--- src/i2c_master_params.svh ---
// offsets, field positions and timing constants of the two-wire master
`ifndef I2C_MASTER_PARAMS_SVH
`define I2C_MASTER_PARAMS_SVH
// register offsets
`define OFS_IRQ_STAT 8'h0d
`define OFS_IRQ_CLR  8'h0e
`define OFS_BUF      8'h13
`define OFS_CTRL     8'h14
`define OFS_IRQ_EN   8'h8d
`define OFS_CMD      8'h91
`define OFS_BAUD     8'h93
`define OFS_STAT     8'h94
// control register fields
`define CTRL_MODE_LSB 0
`define CTRL_EN       5
`define CTRL_PIE      6
`define CTRL_WRITE_COLLISION_FLAG     7
`define MODE_MASTER   4'h8
// command register fields
`define CMD_START   0
`define CMD_RESTART 1
`define CMD_STOP    2
`define CMD_RX      3
`define CMD_ACK     4
`define CMD_ACKDT   5
// interrupt status, clear and enable fields
`define IRQ_PORT 0
`define IRQ_BCL  3
`define IRQ_LV   7
// status register fields
`define STAT_RXF   0
`define STAT_ACT   1
`define STAT_NACK  2
`define STAT_START 3
`define STAT_STOP  4
// quarter phases that step the baud counter
`define Q2_PH 2'h1
`define Q4_PH 2'h3
// bit indices within a byte transfer
`define BIT_FIRST 4'h0
`define BIT_LAST  4'h7
`define BIT_ACK   4'h8
`define RST_BYTE  8'h00
`endif

--- src/i2c_master_pkg.sv ---
// state and transfer-kind types of the two-wire master
`default_nettype none
package i2c_master_pkg;
    typedef enum logic [3:0] {
        st_idle, st_start_a, st_start_b, st_hold, st_low, st_high,
        st_rs_a, st_stop_a, st_stop_b
    } mst_state_t;
    typedef enum logic [1:0] {k_tx, k_rx, k_ack} xfer_kind_t;
endpackage
`default_nettype wire

--- src/i2c_master_baud_arb.sv ---
// two-wire bus master: baud counter, bus condition detect, arbitration, registers
// Behaviour
// - master accepts start, restart, transmit, stop, receive and acknowledge requests.
// - master alone drives clock pulses and start and stop conditions.
// - transfers end in stop or restart; restart keeps the bus owned.
// - no queueing; buffer write during a start is dropped, collision flagged.
// - start and stop seen bits clear on reset and while disabled.
// - stop detected on a busy bus raises the port interrupt.
// - sampled data line differing from driven level sets bus collision.
// - arbitration checked in address, data, start, restart and acknowledge.
// - clock half period is reload plus one, times two clocks.
// - reload value comes from the low seven bits of the baud register.
// - baud counter counts down to zero and holds until reloaded.
// - baud counter decrements twice per instruction cycle, in Q2 and Q4.
// - reload on any request, otherwise only when the master holds the clock low or the clock line is sampled high.
// - enable bit 3 gates the bus collision interrupt.
// - enable bit 7 gates low voltage interrupt; other bits read zero.
`default_nettype none
`include "i2c_master_params.svh"
module i2c_master_baud_arb #(
    parameter int BAUD_W = 7
) (
    input  wire logic       clk_i,
    input  wire logic       sys_rst_i,
    input  wire logic [7:0] reg_addr_i,
    input  wire logic [7:0] reg_wdata_i,
    input  wire logic       reg_wr_i,
    input  wire logic       reg_rd_i,
    output logic      [7:0] reg_rdata_o,
    input  wire logic       low_voltage_i,
    input  wire logic       scl_i,
    output logic            scl_o,
    output logic            scl_oe_o,
    input  wire logic       sda_i,
    output logic            sda_o,
    output logic            sda_oe_o,
    output logic            irq_o
);
    import i2c_master_pkg::*;

    // the reload field must fit inside the register byte
    if (BAUD_W < 1 || BAUD_W > 7) begin : g_bad_width
        $error("BAUD_W must lie between 1 and 7");
    end

    mst_state_t        state_q;
    xfer_kind_t        kind_q;
    logic [3:0]        n_q;
    logic [7:0]        sh_q;
    logic [7:0]        rx_buf_q;
    logic [7:0]        irq_st_q;
    logic [BAUD_W-1:0] baud_q;
    logic [BAUD_W-1:0] brg_q;
    logic [1:0]        qph_q;
    logic [2:0]        scl_s_q;
    logic [2:0]        sda_s_q;
    logic [3:0]        mode_q;
    logic [8:0]        half_cnt_q;
    logic              scl_f_q, sda_f_q, scl_prev_q, sda_prev_q;
    logic              en_q, port_ie_q, write_collision_flag_q, bus_collision_irq_enable_q, lvie_q, ack_data_q;
    logic              ack_in_q, rx_full_q, start_seen_q, stop_seen_q;
    logic              scl_oe_q, sda_oe_q;
    logic              master_on, wr_cmd, wr_buf, tick, brg_reload, brg_step;
    logic              go_start, go_rs, go_stop, go_rx, go_ack, go_tx, go_any;
    logic              start_det, stop_det, chk_drive, bcl_hit, sda_pull;
    logic              last_bit, done_ev, rx_done, port_ev;
    logic [7:0]        irq_set, irq_clr, irq_mask;

    // request decode; a request outside its bus state is ignored
    assign master_on = en_q && (mode_q == `MODE_MASTER);
    assign wr_cmd    = reg_wr_i && (reg_addr_i == `OFS_CMD) && master_on;
    assign wr_buf    = reg_wr_i && (reg_addr_i == `OFS_BUF);
    assign go_start  = wr_cmd && reg_wdata_i[`CMD_START] && (state_q == st_idle);
    assign go_rs     = wr_cmd && reg_wdata_i[`CMD_RESTART] && (state_q == st_hold);
    assign go_stop   = wr_cmd && reg_wdata_i[`CMD_STOP] && (state_q == st_hold) && !go_rs;
    assign go_rx     = wr_cmd && reg_wdata_i[`CMD_RX] && (state_q == st_hold)
                       && !go_rs && !go_stop;
    assign go_ack    = wr_cmd && reg_wdata_i[`CMD_ACK] && (state_q == st_hold)
                       && !go_rs && !go_stop && !go_rx;
    assign go_tx     = wr_buf && master_on && (state_q == st_hold);
    assign go_any    = go_start || go_rs || go_stop || go_rx || go_ack || go_tx;

    // three-stage sample; a change counts once stages two and three agree
    always_ff @(posedge clk_i or posedge sys_rst_i) begin
        if (sys_rst_i) begin
            scl_s_q    <= 3'h7;
            sda_s_q    <= 3'h7;
            scl_f_q    <= 1'b1;
            sda_f_q    <= 1'b1;
            scl_prev_q <= 1'b1;
            sda_prev_q <= 1'b1;
        end else begin
            scl_s_q    <= {scl_s_q[1:0], scl_i};
            sda_s_q    <= {sda_s_q[1:0], sda_i};
            if (scl_s_q[1] == scl_s_q[2]) begin
                scl_f_q <= scl_s_q[2];
            end
            if (sda_s_q[1] == sda_s_q[2]) begin
                sda_f_q <= sda_s_q[2];
            end
            scl_prev_q <= scl_f_q;
            sda_prev_q <= sda_f_q;
        end
    end

    // data edges while the clock stays high mark start and stop
    assign start_det = scl_f_q && scl_prev_q && sda_prev_q && !sda_f_q;
    assign stop_det  = scl_f_q && scl_prev_q && !sda_prev_q && sda_f_q;

    // four quarter phases per instruction cycle
    always_ff @(posedge clk_i or posedge sys_rst_i) begin
        if (sys_rst_i) begin
            qph_q <= 2'h0;
        end else begin
            qph_q <= qph_q + 2'h1;
        end
    end

    // counter steps only in Q2 and Q4
    assign tick = (qph_q == `Q2_PH) || (qph_q == `Q4_PH);
    // reload plus one ticks per half
    // a stretched clock holds off the reload
    assign brg_reload = tick && (brg_q == '0) && (scl_oe_q || scl_f_q);
    assign brg_step   = brg_reload && (state_q != st_idle) && (state_q != st_hold);

    // reload field is the low bits of the baud register
    always_ff @(posedge clk_i or posedge sys_rst_i) begin
        if (sys_rst_i) begin
            baud_q <= '0;
        end else if (reg_wr_i && reg_addr_i == `OFS_BAUD) begin
            baud_q <= reg_wdata_i[BAUD_W-1:0];
        end
    end

    // count down, then rest at zero until reloaded
    always_ff @(posedge clk_i or posedge sys_rst_i) begin
        if (sys_rst_i) begin
            brg_q <= '0;
        end else if (go_any || brg_reload) begin
            brg_q <= baud_q;
        end else if (tick && brg_q != '0) begin
            brg_q <= brg_q - 1'b1;
        end
    end

    // compare only where we own the data line level
    assign chk_drive = (state_q == st_start_a) || ((state_q == st_high)
                       && (kind_q == k_ack || (kind_q == k_tx && n_q < `BIT_ACK)));
    // released line read low means another master won
    assign bcl_hit   = chk_drive && scl_f_q && !sda_oe_q && !sda_f_q;

    // data line enable wanted for the bit now in the low phase
    always_comb begin
        sda_pull = 1'b0;
        last_bit = 1'b1;
        unique case (kind_q)
            k_tx: begin
                sda_pull = (n_q < `BIT_ACK) && !sh_q[7];
                last_bit = (n_q == `BIT_ACK);
            end
            k_rx: last_bit = (n_q == `BIT_LAST);
            k_ack: sda_pull = !ack_data_q;
            default: sda_pull = 1'b0;
        endcase
    end

    assign done_ev = brg_step && master_on && !bcl_hit && ((state_q == st_start_b)
                     || (state_q == st_stop_b) || (state_q == st_high && last_bit));
    assign rx_done = done_ev && (state_q == st_high) && (kind_q == k_rx);

    // bus sequencer; clock changes only on baud steps, or when disable or collision drops the bus
    always_ff @(posedge clk_i or posedge sys_rst_i) begin
        if (sys_rst_i) begin
            state_q  <= st_idle;
            kind_q   <= k_tx;
            n_q      <= `BIT_FIRST;
            sh_q     <= `RST_BYTE;
            rx_buf_q <= `RST_BYTE;
            ack_in_q <= 1'b0;
            scl_oe_q <= 1'b0;
            sda_oe_q <= 1'b0;
        end else if (!master_on || bcl_hit) begin
            // lose the bus cleanly, both lines let go
            state_q  <= st_idle;
            scl_oe_q <= 1'b0;
            sda_oe_q <= 1'b0;
        end else begin
            // every clock pulse and condition comes from here
            unique case (state_q)
                st_idle: if (go_start) begin
                    state_q <= st_start_a;
                end
                st_start_a: if (brg_step) begin
                    sda_oe_q <= 1'b1;
                    state_q  <= st_start_b;
                end
                st_start_b: if (brg_step) begin
                    scl_oe_q <= 1'b1;
                    state_q  <= st_hold;
                end
                st_hold: begin
                    n_q <= `BIT_FIRST;
                    if (go_tx) begin
                        sh_q    <= reg_wdata_i;
                        kind_q  <= k_tx;
                        state_q <= st_low;
                    end else if (go_rx) begin
                        kind_q  <= k_rx;
                        state_q <= st_low;
                    end else if (go_ack) begin
                        kind_q  <= k_ack;
                        state_q <= st_low;
                    end else if (go_stop) begin
                        sda_oe_q <= 1'b1;
                        state_q  <= st_stop_a;
                    end else if (go_rs) begin
                        // clock stays low, the bus stays ours
                        sda_oe_q <= 1'b0;
                        state_q  <= st_rs_a;
                    end
                end
                st_low: begin
                    // data moves a cycle after the clock went low
                    sda_oe_q <= sda_pull;
                    if (brg_step) begin
                        scl_oe_q <= 1'b0;
                        state_q  <= st_high;
                    end
                end
                st_high: if (brg_step) begin
                    scl_oe_q <= 1'b1;
                    n_q      <= n_q + 4'h1;
                    if (kind_q == k_tx && n_q == `BIT_ACK) begin
                        ack_in_q <= sda_f_q;
                    end else begin
                        sh_q <= {sh_q[6:0], sda_f_q};
                    end
                    if (kind_q == k_rx && last_bit) begin
                        rx_buf_q <= {sh_q[6:0], sda_f_q};
                    end
                    state_q <= last_bit ? st_hold : st_low;
                end
                st_rs_a: if (brg_step) begin
                    scl_oe_q <= 1'b0;
                    state_q  <= st_start_a;
                end
                st_stop_a: if (brg_step) begin
                    scl_oe_q <= 1'b0;
                    state_q  <= st_stop_b;
                end
                st_stop_b: if (brg_step) begin
                    sda_oe_q <= 1'b0;
                    state_q  <= st_idle;
                end
                default: state_q <= st_idle;
            endcase
        end
    end

    // control, enable and command registers
    always_ff @(posedge clk_i or posedge sys_rst_i) begin
        if (sys_rst_i) begin
            mode_q     <= 4'h0;
            en_q       <= 1'b0;
            port_ie_q  <= 1'b0;
            bus_collision_irq_enable_q    <= 1'b0;
            lvie_q     <= 1'b0;
            ack_data_q <= 1'b0;
        end else if (reg_wr_i) begin
            if (reg_addr_i == `OFS_CTRL) begin
                mode_q    <= reg_wdata_i[`CTRL_MODE_LSB +: 4];
                en_q      <= reg_wdata_i[`CTRL_EN];
                port_ie_q <= reg_wdata_i[`CTRL_PIE];
            end
            // bus collision and low voltage enables, the rest unbuilt
            if (reg_addr_i == `OFS_IRQ_EN) begin
                bus_collision_irq_enable_q <= reg_wdata_i[`IRQ_BCL];
                lvie_q  <= reg_wdata_i[`IRQ_LV];
            end
            if (reg_addr_i == `OFS_CMD) begin
                ack_data_q <= reg_wdata_i[`CMD_ACKDT];
            end
        end
    end

    // status flags; a setting event beats a same-cycle clear, but a disabled port clears the seen bits over a detect
    always_ff @(posedge clk_i or posedge sys_rst_i) begin
        if (sys_rst_i) begin
            start_seen_q <= 1'b0;
            stop_seen_q  <= 1'b0;
            write_collision_flag_q       <= 1'b0;
            rx_full_q    <= 1'b0;
        end else begin
            // disabled port forgets the bus conditions
            if (!en_q) begin
                start_seen_q <= 1'b0;
                stop_seen_q  <= 1'b0;
            end else if (start_det) begin
                start_seen_q <= 1'b1;
                stop_seen_q  <= 1'b0;
            end else if (stop_det) begin
                start_seen_q <= 1'b0;
                stop_seen_q  <= 1'b1;
            end
            // no queue, the write is dropped and reported
            if (wr_buf && master_on && state_q != st_hold) begin
                write_collision_flag_q <= 1'b1;
            end else if (reg_wr_i && reg_addr_i == `OFS_CTRL && !reg_wdata_i[`CTRL_WRITE_COLLISION_FLAG]) begin
                write_collision_flag_q <= 1'b0;
            end
            if (rx_done) begin
                rx_full_q <= 1'b1;
            end else if (reg_rd_i && reg_addr_i == `OFS_BUF) begin
                rx_full_q <= 1'b0;
            end
        end
    end

    // a stop seen while the bus was busy is a port event
    assign port_ev  = done_ev || (stop_det && start_seen_q);
    assign irq_set  = {low_voltage_i, 3'h0, bcl_hit, 2'h0, port_ev};
    assign irq_clr  = (reg_wr_i && reg_addr_i == `OFS_IRQ_CLR) ? reg_wdata_i : 8'h00;
    assign irq_mask = {lvie_q, 3'h0, bus_collision_irq_enable_q, 2'h0, port_ie_q};

    // sticky events and the gated interrupt line
    always_ff @(posedge clk_i or posedge sys_rst_i) begin
        if (sys_rst_i) begin
            irq_st_q <= 8'h00;
            irq_o    <= 1'b0;
        end else begin
            irq_st_q <= (irq_st_q & ~irq_clr) | irq_set;
            // collision reaches the line only when enabled
            irq_o    <= |(irq_st_q & irq_mask);
        end
    end

    // read data valid only in the cycle after the strobe
    always_ff @(posedge clk_i or posedge sys_rst_i) begin
        if (sys_rst_i) begin
            reg_rdata_o <= 8'h00;
        end else if (reg_rd_i) begin
            case (reg_addr_i)
                `OFS_IRQ_STAT: reg_rdata_o <= irq_st_q;
                `OFS_IRQ_EN:   reg_rdata_o <= irq_mask & ~(8'h01 << `IRQ_PORT);
                `OFS_CTRL:     reg_rdata_o <= {write_collision_flag_q, port_ie_q, en_q, 1'b0, mode_q};
                `OFS_CMD:      reg_rdata_o <= 8'(ack_data_q) << `CMD_ACKDT;
                `OFS_BUF:      reg_rdata_o <= rx_buf_q;
                `OFS_BAUD:     reg_rdata_o <= 8'(baud_q);
                `OFS_STAT:     reg_rdata_o <= {3'h0, stop_seen_q, start_seen_q, ack_in_q,
                                               state_q != st_idle, rx_full_q};
                default:       reg_rdata_o <= 8'h00;
            endcase
        end else begin
            reg_rdata_o <= 8'h00;
        end
    end

    // open drain: the level is always low, only the enables move
    always_ff @(posedge clk_i or posedge sys_rst_i) begin
        if (sys_rst_i) begin
            scl_o <= 1'b0;
            sda_o <= 1'b0;
        end else begin
            scl_o <= 1'b0;
            sda_o <= 1'b0;
        end
    end
    assign scl_oe_o = scl_oe_q;
    assign sda_oe_o = sda_oe_q;

    // clocks since the last baud step, only for checking
    always_ff @(posedge clk_i or posedge sys_rst_i) begin
        if (sys_rst_i) begin
            half_cnt_q <= 9'h000;
        end else if (brg_step) begin
            half_cnt_q <= 9'h000;
        end else begin
            half_cnt_q <= half_cnt_q + 9'h001;
        end
    end
endmodule
`default_nettype wire

--- config.mk ---
export PLATFORM = sky130hd
export DESIGN_NAME = i2c_master_baud_arb
export DESIGN_NICKNAME = d
export VERILOG_FILES = /design/src/i2c_master_pkg.sv /design/src/i2c_master_baud_arb.sv
export VERILOG_INCLUDE_DIRS = /design/src
export SDC_FILE = /design/constraint.sdc
export NUM_CORES = 1
export LEC_CHECK = 0
export BUFFER_PORTS_ARGS = -buffer_cell sky130_fd_sc_hd__buf_2
export CAP_MARGIN = 20
export CELL_PAD_IN_SITES_DETAIL_PLACEMENT = 1
export CELL_PAD_IN_SITES_GLOBAL_PLACEMENT = 1
export CORE_ASPECT_RATIO = 0.75
export CORE_UTILIZATION = 43
export DETAILED_ROUTE_END_ITERATION = 8
export GPL_ROUTABILITY_DRIVEN = 0
export PLACE_DENSITY_LB_ADDON = 0.1
export SYNTH_ARGS = -nofsm -noshare
export SYNTH_HDL_FRONTEND = slang
export SYNTH_SLANG_ARGS = --single-unit
--- constraint.sdc ---
create_clock -name clk_i -period 2.45 [get_ports clk_i]
set_input_delay 0.1225 -clock clk_i [delete_from_list [all_inputs] [get_ports clk_i]]
set_output_delay 0.1225 -clock clk_i [all_outputs]
set_load 0.03 [all_outputs]
==> qor.csv <==
stage,metric,value,unit
run_status,run status,"complete, no violations",
detailed_routing,"antenna viol nets, final",0,
hold_path,HP Start,reg_wdata_i[6],
clock_network,CTS H-Tree Depth,3,
sta,slew margin rel.,50.2,%
worst_setup_path,Critical Path Start Type,register,
clock_network,TritonCTS buffer count,9,
cells_and_area,"Net count, final",522,
hold_path,Min-Delay Path Depth,2,
sta,minimum clock period after layout,2300,ps
clock_network,Num Clock Sinks,85,
sta,hold_ws,71.2,ps
power,Leak,2.42,nW
sta,unrepaired setup endpoints after global routing,no,
grt,vias in the first global route,3720,
floorplan,Die H,89.5,µm
sta,worst slew pin tran,742,ps
synth,post-synthesis cell count,425,
worst_setup_path,crit end category,register,
detailed_routing,Iter 0 DRT Violations,280,
cells_and_area,"commonest cells after routing, fill and taps aside","dfrtp_1, nand2_1, mux2_2, buf_4, buf_2",
hold_path,Hold Crit Class,primary input to register,
clock_network,Worst-Skew Late Latency,350,ps
cells_and_area,final core utilization,54.1,%
detailed_routing,DR vias/cell,5.82,
cells_and_area,Post-Layout Inst Area,5290,µm²
clock_network,TritonCTS clock tree,done,
synth,Post-synth top flop,dfrtp_1,
synth,Synth cell types,71,
sta,Slew Limit Fails,0,
worst_setup_path,Crit Path Category,register to register,
clock_network,root buffer cell,clkbuf_16,
cells_and_area,fillcell total,1129,
placement,placed cell areas,4930,µm²
sta,final hold vios,0,
synth,post-synthesis async set-or-reset flop share,100,%
placement,port bufs,33,
placement,pre-CTS setup slack,71.6,ps
worst_setup_path,r2r startpoint,mode_q[0],
worst_setup_path,critical path required time,2680,ps
sta,Setup WS post-layout,148,ps
worst_setup_path,Setup crit start,mode_q[0],
detailed_routing,Routed WL,13200,µm
worst_setup_path,Critical Path Fanout Max,8,
cells_and_area,Synth-to-Final Area Change,20.5,%
floorplan,placement row count,31,
clock_network,cts repair resizes,0,
job,max-cap viol count,0,
synth,Seq cells post-synth,85,
floorplan,Initial Utilization,44.9,%
grt,GR Util All Layers,26.6,%
synth,synth warn,0,
placement,Detailed Place HPWL,10100,µm
detailed_routing,DR DRC count,0,
synth,synthesized cell area,4390,µm²
sta,Max Clock Skew,8.12,ps
detailed_routing,first drt pass iteration count,6,
floorplan,I/O pins,36,
cells_and_area,share of cells above drive strength 1,31.1,%
power,PwrDens,649,nW/µm²
floorplan,DIE AREA,10600,µm²
grt,Overflow after GRT,0,
cells_and_area,"commonest non-fill, non-tap cell in the layout",dfrtp_1,
clock_network,"CTS clk-pin slew, worst paths",70,ps
sta,Max Clk Rate,0.434,GHz
sta,Tcrit/Tclk final,94.0,%
sta,Final Setup Violations,0,
worst_setup_path,R2R cell count,7,
floorplan,Die X,119,µm
synth,Post-synth EDFFs,0,
grt,largest net degree at the start of global routing,40,
detailed_routing,routed len/inst,21.0,µm
power,maximum VDD drop,0.379,mV
floorplan,core area,9770,µm²
sta,Final TNS setup,0,ps
synth,syn avg cell area,10.3,µm²
grt,first-pass GRT wire length,20800,µm
grt,initial antenna violation count,0,
worst_setup_path,Arrival @ worst endpoint,2540,ps
detailed_routing,via count,3667,
clock_network,Max clock buf depth,2,
synth,"Seq/Total Area, Yosys",48.7,%
cells_and_area,ANT cells,0,
per-layer routing:
| metal | share of wire (%) | wire, µm | GRT usage [%] |
|---|---|---|---|
| met2 | 44 | 5860 | 41.5 |
| met3 | 5.9 | 787 | 6.19 |
| met1 | 49 | 6430 | 37.6 |
| met5 | 0 | 0 | 0 |
| met4 | 1.2 | 159 | 6.67 |
layout make-up:
type / count / area, µm² / area share (%)
repair buffers: 74 / 508 / 9.61
clock buffers: 9 / 225 / 4.26
inverters: 12 / 46.3 / 0.876
flip-flops and latches: 85 / 2140 / 40.5
clock inverters: 7 / 73.8 / 1.40
well taps: 132 / 165 / 3.12
multi-input cells: 311 / 2130 / 40.3
sequential cells by signal, indices dropped and copies added (netlist names), 4 cells and up:
register	count
state_q	4
n_q	4
mode_q	4
irq_st_q	8
baud_q	7
rx_buf_q	8
sh_q	8
reg_rdata_o	8
brg_q	7
final timing paths:
kind,to,slack [ps]
max,sh_q[1],150
min,irq_st_q[6],70
max reg2reg,sh_q[1],150
min reg2reg,scl_s_q[1],360
max in group asynchronous,ack_data_q,1310
min in group asynchronous,sh_q[4],420
synth_stat cells, drive strengths merged, types with 4 or more instances:
cell / count / area [µm²]
a21boi: 7 / 52.6
a21oi: 21 / 116
a22oi: 12 / 90.1
a31oi: 4 / 25.0
and2: 5 / 31.3
buf: 6 / 33.8
clkbuf: 12 / 45.0
dfrtp: 75 / 1880
dfstp: 10 / 263
ha: 6 / 75.1
inv: 12 / 45.0
mux2: 44 / 495
nand2: 59 / 234
nand2b: 5 / 31.3
nand3: 11 / 55.1
nand4: 6 / 37.5
nor2: 17 / 66.3
nor2b: 9 / 56.3
nor3: 15 / 75.1
nor3b: 4 / 30.0
nor4: 4 / 37.5
o21ai: 23 / 115
xnor2: 6 / 52.6
cells by family after synthesis:
group / Yosys count / share of synthesized area [%]
other: 1 / 0.0854
and+or+nand+nor: 153 / 18.4
adders and majority gates: 8 / 2.17
xor gates and xnor gates: 7 / 1.40
DFF: 85 / 48.7
muxes: 45 / 11.5
buffers and inverters: 30 / 2.82
AOI/OAI and AO/OA: 96 / 14.9
power breakdown:
| group | internal [mW] | leakage (nW) | switching [mW] |
|---|---|---|---|
| registers | 1.50 | 1.11 | 0.0823 |
| logic | 0.244 | 1.16 | 0.241 |
| clock network | 0.723 | 0.148 | 0.638 |
worst max-delay path, cell delays in order (launching register included):
cell and delay, ps:
dfrtp_1 410, or3_1 390, or4_4 580, nand2_4 120, nand2_2 70, a21oi_4 130, buf_12 150, mux2_2 340
metrics by stage:
stage	std cells	power, mW
final	630	3.43
after global routing	630	3.58
after CTS	629	3.47
after detailed placement	609	2.09
after global placement	609	2.05
after floorplan	426	1.90
repair_timing:
item,in CTS,in global routing
buffers inserted,0,1
hold buffers,4,0
endpoints found under the setup margin,0,7
endpoints found under the hold margin,30,0
No activity file was read; power rests on OpenSTA's default activity.
